### src/spi_blk_pkg.sv
`default_nettype none
package spi_blk_pkg;
  // ************************************************************
  // Block format
  // ************************************************************
  localparam int BLOCK_BITS = 40;
  localparam logic [7:0] CMD_NOP = 8'h00;
  localparam logic [7:0] CMD_WR_LO = 8'h01;
  localparam logic [7:0] CMD_WR_HI = 8'h02;
  localparam logic [7:0] STAT_NONE = 8'h00;
  localparam logic [7:0] STAT_WRITE_OK = 8'h01;
  localparam logic [7:0] STAT_WRITE_FAILED = 8'h02;
  localparam logic [15:0] ERR_NONE = 16'h0000;
  localparam logic [15:0] ERR_PROTECTED = 16'h0001;
  localparam logic [15:0] ERR_NOT_ENABLED = 16'h0002;
  localparam logic [15:0] ERR_BAD_CMD = 16'h0003;
  localparam logic [15:0] ERR_SHORT_BLOCK = 16'h0004;
  // ************************************************************
  // Register areas (word addresses)
  // ************************************************************
  localparam logic [15:0] SYNC_IN_LO = 16'h1001;
  localparam logic [15:0] SYNC_OUT_LO = 16'h0C01;
  localparam logic [15:0] SYNC_OUT_HI = 16'h0D00;
  localparam logic [15:0] SDP_IN_LO = 16'h1401;
  localparam logic [15:0] SDP_IN_HI = 16'h1500;
  localparam logic [15:0] SDP_OUT_LO = 16'h1801;
  localparam logic [15:0] SDP_OUT_HI = 16'h1900;
  localparam logic [15:0] FB_IN_LO = 16'h2001;
  localparam logic [15:0] FB_IN_HI = 16'h2100;
  localparam logic [15:0] FB_OUT_LO = 16'h2801;
  localparam logic [15:0] FB_OUT_HI = 16'h2900;
  // ************************************************************
  // Timing
  // ************************************************************
  localparam int CLK_KHZ = 250_000;
  localparam int READY_MAX_MS = 10;
  localparam int READY_MAX_CYC = READY_MAX_MS * CLK_KHZ;
  localparam int SCLK_MAX_KHZ = 20_000;
  localparam int SCLK_HALF_CYC = (CLK_KHZ + 2 * SCLK_MAX_KHZ - 1) / (2 * SCLK_MAX_KHZ);
  // ************************************************************
  // Controller registers (byte offsets)
  // ************************************************************
  localparam logic [7:0] OFS_CTRL = 8'h00;
  localparam logic [7:0] OFS_BLOCK = 8'h04;
  localparam logic [7:0] OFS_MASK = 8'h08;
  localparam logic [7:0] OFS_GO = 8'h0C;
  localparam logic [7:0] OFS_RESULT = 8'h10;
  localparam int CTRL_CPOL_BIT = 0;
  localparam int CTRL_CPHA_BIT = 1;
  localparam int RESULT_BUSY_BIT = 31;
  localparam int RESULT_TIMEOUT_BIT = 30;
  localparam logic [31:0] BLOCK_RESET = 32'h00000000;
  localparam logic [7:0] MASK_RESET = 8'h00;
endpackage
`default_nettype wire

### src/spi_blk_if.sv
`timescale 1ns/1ns
`default_nettype none
interface spi_blk_if;
  logic sclk;
  logic mosi;
  logic miso;
  logic cs;
  logic rdy;
  modport dev(input sclk, input mosi, input cs, output miso, output rdy);
  modport mst(output sclk, output mosi, output cs, input miso, input rdy);
endinterface
`default_nettype wire

### src/spi_blk_device.sv
// The address map and the AHB-Lite interface to the registers are this design's own decisions.
`timescale 1ns/1ns
`default_nettype none
module spi_blk_device #(
  parameter int MEM_WORDS = 16
) (
  // Clock and reset
  input wire logic clk,
  input wire logic reset_n,
  // Link
  spi_blk_if.dev link,
  // Configuration
  input wire logic spiSlaveMode,
  input wire logic cpol,
  input wire logic cpha,
  // Sync input area read port
  input wire logic [$clog2(MEM_WORDS)-1:0] syncInIdx,
  output logic [15:0] syncInData,
  output logic validRestart,
  // Other register write port
  output logic extWrite,
  output logic [15:0] extAddr,
  output logic extLaneHigh,
  output logic [7:0] extData,
  output logic [7:0] extMask,
  input wire logic extEnabled
);
  import spi_blk_pkg::*;

  localparam int IDX_W = $clog2(MEM_WORDS);

  // ************************************************************
  // State
  // ************************************************************
  typedef enum logic [1:0] {S_IDLE, S_RX, S_PROC} dev_state_t;

  typedef struct packed {
    dev_state_t st;
    logic [2:0] sclkS;
    logic [2:0] mosiS;
    logic [2:0] csS;
    logic sclkF;
    logic mosiF;
    logic csF;
    logic [5:0] bitCnt;
    logic [39:0] rx;
    logic [39:0] tx;
    logic [15:0] blkAddr;
    logic rdy;
    logic validRestart;
    logic extWrite;
    logic extLaneHigh;
    logic [7:0] extData;
    logic [7:0] extMask;
    logic [MEM_WORDS-1:0][15:0] mem;
  } dev_regs_t;

  dev_regs_t state_reg;
  dev_regs_t state_next;

  // Writes into these areas are always refused
  function automatic logic isProtected(input logic [15:0] a);
    isProtected = (a >= SYNC_OUT_LO && a <= SYNC_OUT_HI) ||
                  (a >= SDP_IN_LO && a <= SDP_IN_HI) ||
                  (a >= SDP_OUT_LO && a <= SDP_OUT_HI) ||
                  (a >= FB_IN_LO && a <= FB_IN_HI) ||
                  (a >= FB_OUT_LO && a <= FB_OUT_HI);
  endfunction

  // ************************************************************
  // Next state
  // ************************************************************
  always_comb begin
    logic edgeSeen;
    logic leadE;
    logic trailE;
    logic sampleE;
    logic shiftE;
    logic [7:0] cmd;
    logic [15:0] addr;
    logic [7:0] dat;
    logic [7:0] msk;
    logic [7:0] stat;
    logic [15:0] err;
    logic [IDX_W-1:0] idx;
    logic [15:0] word;
    edgeSeen = 1'b0;
    leadE = 1'b0;
    trailE = 1'b0;
    sampleE = 1'b0;
    shiftE = 1'b0;
    cmd = 8'h00;
    addr = 16'h0000;
    dat = 8'h00;
    msk = 8'h00;
    stat = STAT_NONE;
    err = ERR_NONE;
    idx = '0;
    word = 16'h0000;
    state_next = state_reg;
    state_next.validRestart = 1'b0;
    state_next.extWrite = 1'b0;

    // Three-stage synchronisers; a level is taken once stages two and three agree
    state_next.sclkS = {state_reg.sclkS[1:0], link.sclk};
    state_next.mosiS = {state_reg.mosiS[1:0], link.mosi};
    state_next.csS = {state_reg.csS[1:0], link.cs};
    if (state_reg.sclkS[1] == state_reg.sclkS[2]) state_next.sclkF = state_reg.sclkS[2];
    if (state_reg.mosiS[1] == state_reg.mosiS[2]) state_next.mosiF = state_reg.mosiS[2];
    if (state_reg.csS[1] == state_reg.csS[2]) state_next.csF = state_reg.csS[2];

    // Leading edge leaves the idle level; phase picks which edge samples
    edgeSeen = state_next.sclkF != state_reg.sclkF;
    leadE = edgeSeen && (state_next.sclkF != cpol);
    trailE = edgeSeen && (state_next.sclkF == cpol);
    sampleE = cpha ? trailE : leadE;
    shiftE = cpha ? leadE : trailE;

    case (state_reg.st)
      S_IDLE: begin
        state_next.rdy = 1'b0;
        // Accept at once: the reply is already loaded
        if (spiSlaveMode && state_reg.csF) begin
          state_next.st = S_RX;
          state_next.bitCnt = 6'h00;
          state_next.rdy = 1'b1;
        end
      end
      S_RX: begin
        if (!state_reg.csF) begin
          // Address latched now so the enable answer is settled next cycle
          state_next.blkAddr = state_reg.rx[31:16];
          state_next.st = S_PROC;
        end else begin
          // Only edges inside a selected block count
          if (sampleE && state_reg.bitCnt != 6'(BLOCK_BITS)) begin
            state_next.rx = {state_reg.rx[38:0], state_next.mosiF};
            state_next.bitCnt = state_reg.bitCnt + 6'h01;
          end
          // No shift before the first sample or after the last one
          if (shiftE && state_reg.bitCnt != 6'h00 &&
              state_reg.bitCnt != 6'(BLOCK_BITS)) begin
            state_next.tx = {state_reg.tx[38:0], 1'b0};
          end
        end
      end
      S_PROC: begin
        cmd = state_reg.rx[39:32];
        addr = state_reg.blkAddr;
        dat = state_reg.rx[15:8];
        msk = state_reg.rx[7:0];
        idx = IDX_W'(addr - SYNC_IN_LO);
        word = state_reg.mem[idx];
        if (state_reg.bitCnt != 6'(BLOCK_BITS)) begin
          stat = STAT_WRITE_FAILED;
          err = ERR_SHORT_BLOCK;
        end else if (cmd == CMD_NOP) begin
          stat = STAT_NONE;
        end else if (cmd != CMD_WR_LO && cmd != CMD_WR_HI) begin
          stat = STAT_WRITE_FAILED;
          err = ERR_BAD_CMD;
        end else if (isProtected(addr)) begin
          stat = STAT_WRITE_FAILED;
          err = ERR_PROTECTED;
        end else if (addr >= SYNC_IN_LO && addr < SYNC_IN_LO + MEM_WORDS) begin
          // Read-modify-write keeps unmasked bits
          if (cmd == CMD_WR_HI) begin
            word[15:8] = (word[15:8] & ~msk) | (dat & msk);
          end else begin
            word[7:0] = (word[7:0] & ~msk) | (dat & msk);
          end
          state_next.mem[idx] = word;
          state_next.validRestart = 1'b1;
          stat = STAT_WRITE_OK;
        end else if (extEnabled) begin
          // Owner of the register applies the mask the same way
          state_next.extWrite = 1'b1;
          state_next.extLaneHigh = cmd == CMD_WR_HI;
          state_next.extData = dat;
          state_next.extMask = msk;
          stat = STAT_WRITE_OK;
        end else begin
          stat = STAT_WRITE_FAILED;
          err = ERR_NOT_ENABLED;
        end
        // Reply for the next block, loaded in the same cycle that ready drops
        state_next.tx = {stat, err, 16'h0000};
        state_next.rdy = 1'b0;
        state_next.st = S_IDLE;
      end
      default: begin
        state_next.st = S_IDLE;
        state_next.rdy = 1'b0;
      end
    endcase
  end

  // ************************************************************
  // Registers
  // ************************************************************
  always_ff @(posedge clk) begin
    if (!reset_n) begin
      state_reg <= '0;
      state_reg.st <= S_IDLE;
      state_reg.tx <= {STAT_NONE, ERR_NONE, 16'h0000};
    end else begin
      state_reg <= state_next;
    end
  end

  // ************************************************************
  // Outputs
  // ************************************************************
  assign link.miso = state_reg.tx[39];
  assign link.rdy = state_reg.rdy;
  assign syncInData = state_reg.mem[syncInIdx];
  assign validRestart = state_reg.validRestart;
  assign extWrite = state_reg.extWrite;
  assign extAddr = state_reg.blkAddr;
  assign extLaneHigh = state_reg.extLaneHigh;
  assign extData = state_reg.extData;
  assign extMask = state_reg.extMask;
endmodule
`default_nettype wire

### src/flat_wrapper.sv
// flat-port wrapper written by rule: the top's interface ports become plain ports
module spi_blk_device_flat import spi_blk_pkg::*;
#(
  parameter int MEM_WORDS = 16
)
  (clk, reset_n, spiSlaveMode, cpol, cpha, syncInIdx, syncInData, validRestart, extWrite, extAddr, extLaneHigh, extData, extMask, extEnabled, link_sclk, link_mosi, link_cs, link_miso, link_rdy);
  spi_blk_if link_i ();
  input wire logic clk;
  input wire logic reset_n;
  input wire logic spiSlaveMode;
  input wire logic cpol;
  input wire logic cpha;
  input wire logic [$clog2(MEM_WORDS)-1:0] syncInIdx;
  output logic [15:0] syncInData;
  output logic validRestart;
  output logic extWrite;
  output logic [15:0] extAddr;
  output logic extLaneHigh;
  output logic [7:0] extData;
  output logic [7:0] extMask;
  input wire logic extEnabled;
  input wire logic [$bits(link_i.sclk)-1:0] link_sclk;
  input wire logic [$bits(link_i.mosi)-1:0] link_mosi;
  input wire logic [$bits(link_i.cs)-1:0] link_cs;
  output wire logic [$bits(link_i.miso)-1:0] link_miso;
  output wire logic [$bits(link_i.rdy)-1:0] link_rdy;
  assign link_i.sclk = link_sclk;
  assign link_i.mosi = link_mosi;
  assign link_i.cs = link_cs;
  assign link_miso = link_i.miso;
  assign link_rdy = link_i.rdy;
  spi_blk_device #(.MEM_WORDS(MEM_WORDS)) u_core (.clk(clk), .reset_n(reset_n), .link(link_i), .spiSlaveMode(spiSlaveMode), .cpol(cpol), .cpha(cpha), .syncInIdx(syncInIdx), .syncInData(syncInData), .validRestart(validRestart), .extWrite(extWrite), .extAddr(extAddr), .extLaneHigh(extLaneHigh), .extData(extData), .extMask(extMask), .extEnabled(extEnabled));
endmodule
### config.mk
export PLATFORM = sky130hd
export DESIGN_NAME = spi_blk_device_flat
export DESIGN_NICKNAME = d
export VERILOG_FILES = /design/src/spi_blk_pkg.sv /design/src/spi_blk_if.sv /design/src/spi_blk_device.sv /design/src/flat_wrapper.sv
export SDC_FILE = /design/constraint.sdc
export NUM_CORES = 1
export LEC_CHECK = 0
export BUFFER_PORTS_ARGS = -buffer_cell sky130_fd_sc_hd__buf_2
export CAP_MARGIN = 20
export CORE_AREA = 2 2 216 165
export CTS_CLUSTER_DIAMETER = 40
export DETAILED_ROUTE_END_ITERATION = 16
export DIE_AREA = 0 0 218 167
export PLACE_DENSITY = 0.72
export SYNTH_ARGS = -nofsm -noshare
export SYNTH_HDL_FRONTEND = slang
export SYNTH_SLANG_ARGS = --single-unit
export TNS_END_PERCENT = 1
### constraint.sdc
create_clock -name clk -period 4.9 [get_ports clk]
set_clock_uncertainty 0.15 [all_clocks]
set_input_delay 0 -clock clk [delete_from_list [all_inputs] [get_ports clk]]
set_output_delay 0 -clock clk [all_outputs]
set_load 0.005 [all_outputs]
=== After elaboration in Yosys (flattened, before gate mapping) ===
Index checks and enable logic that the tools add are counted.

* $add $sub $neg: 2
* $lt $le $gt $ge: 15
* Eq/ne operators: 17
* Mux-type cells: 50
* Bitwise gates (word level): 14
* Reduce and logical (&&, ||, !) cells: 32

{| class="wikitable"
|+ Operators with widths
! cell !! number
|-
| 256-bit bitwise mux || 1
|-
| 8-bit 2-to-1 mux || 18
|-
| 16-bit binary-select mux with 4-bit select || 2
|-
| 16-bit 2-to-1 mux || 8
|-
| 86-bit 2-to-1 mux || 1
|-
| 40-bit case mux with 2 select lines || 1
|-
| 16-bit demux with 4-bit select || 1
|-
| 16-bit by 13-bit >= comparator with 1-bit output (second input constant) || 3
|-
| 46-bit 2-to-1 mux || 1
|-
| 40-bit 2-to-1 mux || 1
|-
| 16-bit by 14-bit >= comparator with 1-bit output (second input constant) || 2
|-
| 16-bit by 13-bit less-or-equal comparator with 1-bit output (second input constant) || 2
|-
| 16-bit by 14-bit less-or-equal comparator with 1-bit output (second input constant) || 2
|-
| 8-bit bitwise AND || 3
|-
| 18-bit 2-to-1 mux || 1
|-
| 16-bit by 12-bit >= comparator with 1-bit output (second input constant) || 1
|-
| 16-bit by 12-bit less-or-equal comparator with 1-bit output (second input constant) || 1
|-
| 16-bit by 13-bit less-than comparator with 1-bit output (second input constant) || 1
|-
| 8-bit bitwise OR || 2
|-
| 1-bit logical AND || 14
|-
| 6-bit case mux with 2 select lines || 1
|-
| 4-bit by 5-bit less-than comparator with 1-bit output (second input constant) || 2
|-
| 2-bit 2-to-1 mux || 5
|-
| 8-bit by 2-bit == test with 1-bit output (second input constant) || 1
|-
| other kinds (30) || 55
|}

* Bits in registers: 392
* Bits of input ports: 13
* Output and inout bits: 53
* Logic and storage cells: 163

=== Longest topological paths before layout ===
* Word-level depth: 13
* Depth in mapped cells: 12
* Mapped depth without buffers: 7

=== Worst setup path before layout ===
OpenSTA, ideal clock, no wires.

* Path type: register to register
* Start point: register u_core.state_reg, in the netlist u_core.extAddr[0]
* End point: register u_core.state_reg[5] (netlist name)
* Library setup time: 0.142 ns
* Arrival time: 3.868 ns
* Required time: 4.608 ns
* Slack: 0.740 ns
* Stages on the path, launching flop included: 13
* Buffers on the path: 6
* Clock period less this slack: 4.160 ns
* Cells stage by stage: dfxtp_1 > buf_1 > buf_1 > inv_1 > ha_1 > buf_2 > buf_2 > clkbuf_1 > mux4_2 > mux4_2 > mux2i_2 > buf_2 > a211oi_1

* Word-level cells in the longest chain between the ends: 13
* Elaborated cells on any way between the ends: 42
* Classes of those cells: add/sub: 1; order compare: 14; mux: 12; bitwise: 3; reduce/logical: 12

{| class="wikitable"
|+ RTL lines
! item !! RTL line !! source
|-
| start: declaration || spi_blk_device.sv:58 || <nowiki>dev_regs_t state_reg;</nowiki>
|-
| start signal: assignment || spi_blk_device.sv:207 || <nowiki>state_reg <= state_next;</nowiki>
|-
| 4-bit by 1-bit subtractor with 4-bit output || spi_blk_device.sv:152 || <nowiki>idx = IDX_W'(addr - SYNC_IN_LO);</nowiki>
|-
| 16-bit binary-select mux with 4-bit select || spi_blk_device.sv:153 || <nowiki>word = state_reg.mem[idx];</nowiki>
|-
| 16-bit 2-to-1 mux (not written as such) || spi_blk_device.sv:153 ||
|-
| 8-bit bitwise AND || spi_blk_device.sv:170 || <nowiki>word[7:0] = (word[7:0] & ~msk) | (dat & msk);</nowiki>
|-
| 8-bit bitwise OR || spi_blk_device.sv:170 ||
|-
| 8-bit 2-to-1 mux || spi_blk_device.sv:167 || <nowiki>if (cmd == CMD_WR_HI) begin</nowiki>
|-
| 8-bit 2-to-1 mux || spi_blk_device.sv:165 || <nowiki>end else if (addr >= SYNC_IN_LO && addr < SYNC_IN_LO + MEM_WORDS) begin</nowiki>
|-
| 8-bit 2-to-1 mux || spi_blk_device.sv:162 || <nowiki>end else if (isProtected(addr)) begin</nowiki>
|-
| 8-bit 2-to-1 mux || spi_blk_device.sv:159 || <nowiki>end else if (cmd != CMD_WR_LO && cmd != CMD_WR_HI) begin</nowiki>
|-
| 8-bit 2-to-1 mux || spi_blk_device.sv:157 || <nowiki>end else if (cmd == CMD_NOP) begin</nowiki>
|-
| 8-bit 2-to-1 mux || spi_blk_device.sv:154 || <nowiki>if (state_reg.bitCnt != 6'(BLOCK_BITS)) begin</nowiki>
|-
| 8-bit 2-to-1 mux || spi_blk_device.sv:119 || <nowiki>case (state_reg.st)</nowiki>
|-
| 256-bit bitwise mux || spi_blk_device.sv:172 || <nowiki>state_next.mem[idx] = word;</nowiki>
|}

Parallel ways exist; a longest one is shown, timed or not. The select of a mux whose other input is x is not followed.
A chain may end at the register's enable or synchronous reset.

=== Final worst setup path ===
* Start point: register u_core.state_reg, in the netlist u_core.extAddr[1]
* End point: register u_core.state_reg[44] (netlist name)

* Word-level cells in the longest chain between the ends: 13
* Elaborated cells on any way between the ends: 42
* Classes of those cells: add/sub: 1; order compare: 14; mux: 12; bitwise: 3; reduce/logical: 12

{| class="wikitable"
|+ RTL lines
! item !! RTL line !! source
|-
| 4-bit by 1-bit subtractor with 4-bit output || spi_blk_device.sv:152 ||
|-
| 16-bit binary-select mux with 4-bit select || spi_blk_device.sv:153 ||
|-
| 16-bit 2-to-1 mux (not written as such) || spi_blk_device.sv:153 ||
|-
| 8-bit bitwise AND || spi_blk_device.sv:168 || <nowiki>word[15:8] = (word[15:8] & ~msk) | (dat & msk);</nowiki>
|-
| 8-bit bitwise OR || spi_blk_device.sv:168 ||
|-
| 8-bit 2-to-1 mux || spi_blk_device.sv:167 ||
|-
| 8-bit 2-to-1 mux || spi_blk_device.sv:165 ||
|-
| 8-bit 2-to-1 mux || spi_blk_device.sv:162 ||
|-
| 8-bit 2-to-1 mux || spi_blk_device.sv:159 ||
|-
| 8-bit 2-to-1 mux || spi_blk_device.sv:157 ||
|-
| 8-bit 2-to-1 mux || spi_blk_device.sv:154 ||
|-
| 8-bit 2-to-1 mux || spi_blk_device.sv:119 ||
|-
| 256-bit bitwise mux || spi_blk_device.sv:172 ||
|}

Parallel ways exist; a longest one is shown, timed or not. The select of a mux whose other input is x is not followed.

==> results.sh <==
export IMPL_status="complete, no violations"
export IMPL_synth_area_leader_cell="dfxtp_1"
export IMPL_netlist_top_cells_area="dfxtp_1 41%, mux4_2 19%, a211oi_1 10%"
export IMPL_drcViolationCount=0
export IMPL_io_buffers=65
export IMPL_worst_r2r_setup_slack_ns=0.97
export IMPL_synthToLayoutAreaGrowth_pct=11.70
export IMPL_whs_ns=0.2238
export IMPL_die_area_um2=36410
export IMPL_p_seq_share_pct=44.6
export IMPL_hold_violations=0
export IMPL_crit_path_max_fanout=16
export IMPL_routedWlPerCell_um=26.42
export IMPL_grtUsageTotal_pct=32.17
export IMPL_synth_edff_count=0
export IMPL_arrival_ns=4.16
export IMPL_p_sw_share_pct=22.11
export IMPL_min_path_cells=4
export IMPL_initialDrtViolationCount=2362
export IMPL_crit_path_start_kind="flip-flop"
export IMPL_start_util_pct=55.19
export IMPL_die_h_um=167
export IMPL_ant_nets=0
export IMPL_criticalPathCategory="reg -> reg"
export IMPL_crit_required_ns=5.14
export IMPL_syn_area_per_cell_um2=10.61
export IMPL_finalCriticalPeriod_ns=3.928
export IMPL_fin_crit_sh_pct=80.17
export IMPL_grt_overflow_total=0
export IMPL_synth_most_common_cell="dfxtp_1"
export IMPL_io_pins=66
export IMPL_maxSlewViolCount=0
export IMPL_async_flop_share_pct=0
export IMPL_fp_row_count=59
export IMPL_worstSetupStartpoint="u_core.extAddr[1]$_SDFFE_PN0P_"
export IMPL_grt_pass1_vias=14820
export IMPL_diodes=0
export IMPL_hold_path_startpoint="extEnabled"
export IMPL_synthFlopType="dfxtp_1"
export IMPL_antenna_found_initial=1
export IMPL_p_switching_mw=1.581
export IMPL_rsz0062_at_grt="no"
export IMPL_core_area_um2=34250
export IMPL_worstMarginPinSlew_ns=1.115
export IMPL_hold_path_class="in -> reg"
export IMPL_max_slew_margin_rel_pct=25.09
export IMPL_power_mw=7.154
export IMPL_p_leak_nw=6.692
export IMPL_grt_max_degree=207
export IMPL_yosys_warnings=0
export IMPL_via_per_inst=7.041
export IMPL_timing_fmax_mhz=254.6
export IMPL_drt_first_pass_iters=5
export IMPL_worstHoldEndpoint="u_core.state_reg[309]$_SDFFE_PN0P_"
export IMPL_ir_worst_vdd_mv=0.2464
export IMPL_cts_clk_slew_worst_paths_ns=0.06
export IMPL_r2r_start="u_core.extAddr[1]$_SDFFE_PN0P_"
export IMPL_gp_congestion=0.9069
export IMPL_drive_gt1_share_pct=23.42
export IMPL_cap_viol_max_count=0
export IMPL_syn_nets=1804
export IMPL_cts_root_buf="clkbuf_16"
export IMPL_p_int_mw=5.572
export IMPL_ys_types=60
export IMPL_syn_inst=1781
export IMPL_nets=1763
export IMPL_tritoncts="built"
export IMPL_clkPwrFrac_pct=52.9
export IMPL_post_cts_buffers=0
export IMPL_netlist_area_leader_share_pct=41.41
export IMPL_setup_violations=0
export IMPL_largest_register_ffs=348
export IMPL_synth_common_cells="391 x dfxtp_1, 342 x a21oi_1, 260 x a211oi_1"
export IMPL_clk_latency_ns=0.57
export IMPL_powerDensity_nw_per_um2=338.8
export IMPL_h_tree_depth=2
export IMPL_seq_area_frac_synth_pct=41.41
export IMPL_vias=15720
export IMPL_clk_path_buf_depth=3
export IMPL_dp_hpwl_um=35070
export IMPL_fillers=2719
export IMPL_synthesis_area_um2=18900
export IMPL_tritoncts_num_buffers=46
export IMPL_ctsResizeCount=0
export IMPL_clock_sinks=391
export IMPL_ctsHoldBuffers=9
export IMPL_combPwrFrac_pct=2.5
export IMPL_grt_pass1_wl_um=90390
export IMPL_die_w_um=218
export IMPL_setup_tns_ns=0
export IMPL_worstRegToRegCells=7
export IMPL_critPathCaptureType="flip-flop"
export IMPL_reg2reg_to="u_core.state_reg[44]$_SDFFE_PN0P_"
export IMPL_wl_um=58990
export IMPL_ys_seq_elements=391
## cells by family (layout without fill, tap and decap cells)
family,after synthesis,count (layout),share of synthesized area (%)
DFF,391,391,41.41
xor gates and xnor gates,8,8,0.4501
muxes,180,180,20.43
buffers and inverters,237,232,6.076
AOI/OAI and AO/OA,684,684,22.93
adders and majority gates,11,11,0.7148
and+or+nand+nor,270,270,7.995
## worst max-delay path by stage
stage	to
2_1_floorplan	u_core.state_reg[5]$_SDFFE_PN0P_
3_3_place_gp	u_core.state_reg[234]$_SDFFE_PN0P_
3_5_place_dp	u_core.state_reg[34]$_SDFFE_PN0P_
4_1_cts	u_core.state_reg[44]$_SDFFE_PN0P_
5_1_grt	u_core.state_reg[39]$_SDFFE_PN0P_
6_report	u_core.state_reg[44]$_SDFFE_PN0P_
## metal layers
metal  track usage [%]  up-vias  routed length, um
met5                 0        -                 13
met4             12.87        2               2365
met3             11.03      158               7861
met2             45.34     1082              25340
met1             45.28     7687              23410
li1                  -     6793                  -
## power groups by stage
stage | Sequential, mW | Combinational [mW] | Clock, mW
6_report | 3.19 | 0.176 | 3.79
5_1_grt | 3.19 | 0.188 | 3.95
4_1_cts | 3.19 | 0.173 | 3.81
3_5_place_dp | 3.26 | 0.168 | 0
3_3_place_gp | 3.26 | 0.163 | 0
2_1_floorplan | 3.26 | 0.129 | 0
## critical path: stages (launching register included)
cell and delay, ns:
dfxtp_1 0.37, inv_1 0.17, ha_1 0.35, or3b_1 0.47, a2111oi_4 0.44, nand4_4 0.54, nor4_4 1.05, a211oi_1 0.20
## area by class of cell
type	count	area, um^2	share of cell area (%)
Sequential cell	391	7831	37.09
Clock inverter	26	387.9	1.837
Tap cell	457	571.8	2.708
Inverter	15	63.81	0.3022
Timing Repair Buffer	133	929.6	4.402
Clock buffer	58	1300	6.156
Multi-Input combinational cell	1153	10030	47.51
## through the flow
step,instances,util (%),instance area [um^2],worst slack (ns)
CTS,2232,61.57,21090,1.029
detailed placement,2139,56.38,19310,1.069
finish,2233,61.65,21120,0.9717
floorplan,1781,-,18900,0.7404
global route,2233,61.65,21120,0.7992
global placement,2137,56.30,19280,0.9701
## layout by cell type (no fill, tap or decap), types with 21 or more instances in the layout
| master | count |
|---|---|
| nor2_1 | 24 |
| a211oi_1 | 259 |
| buf_4 | 54 |
| a21oi_1 | 342 |
| mux4_2 | 160 |
| a22o_1 | 33 |
| buf_2 | 64 |
| clkbuf_16 | 49 |
| dfxtp_1 | 390 |
| nand2_1 | 145 |
| o31ai_1 | 21 |
Note: power is estimated with default switching activity, not from simulation.
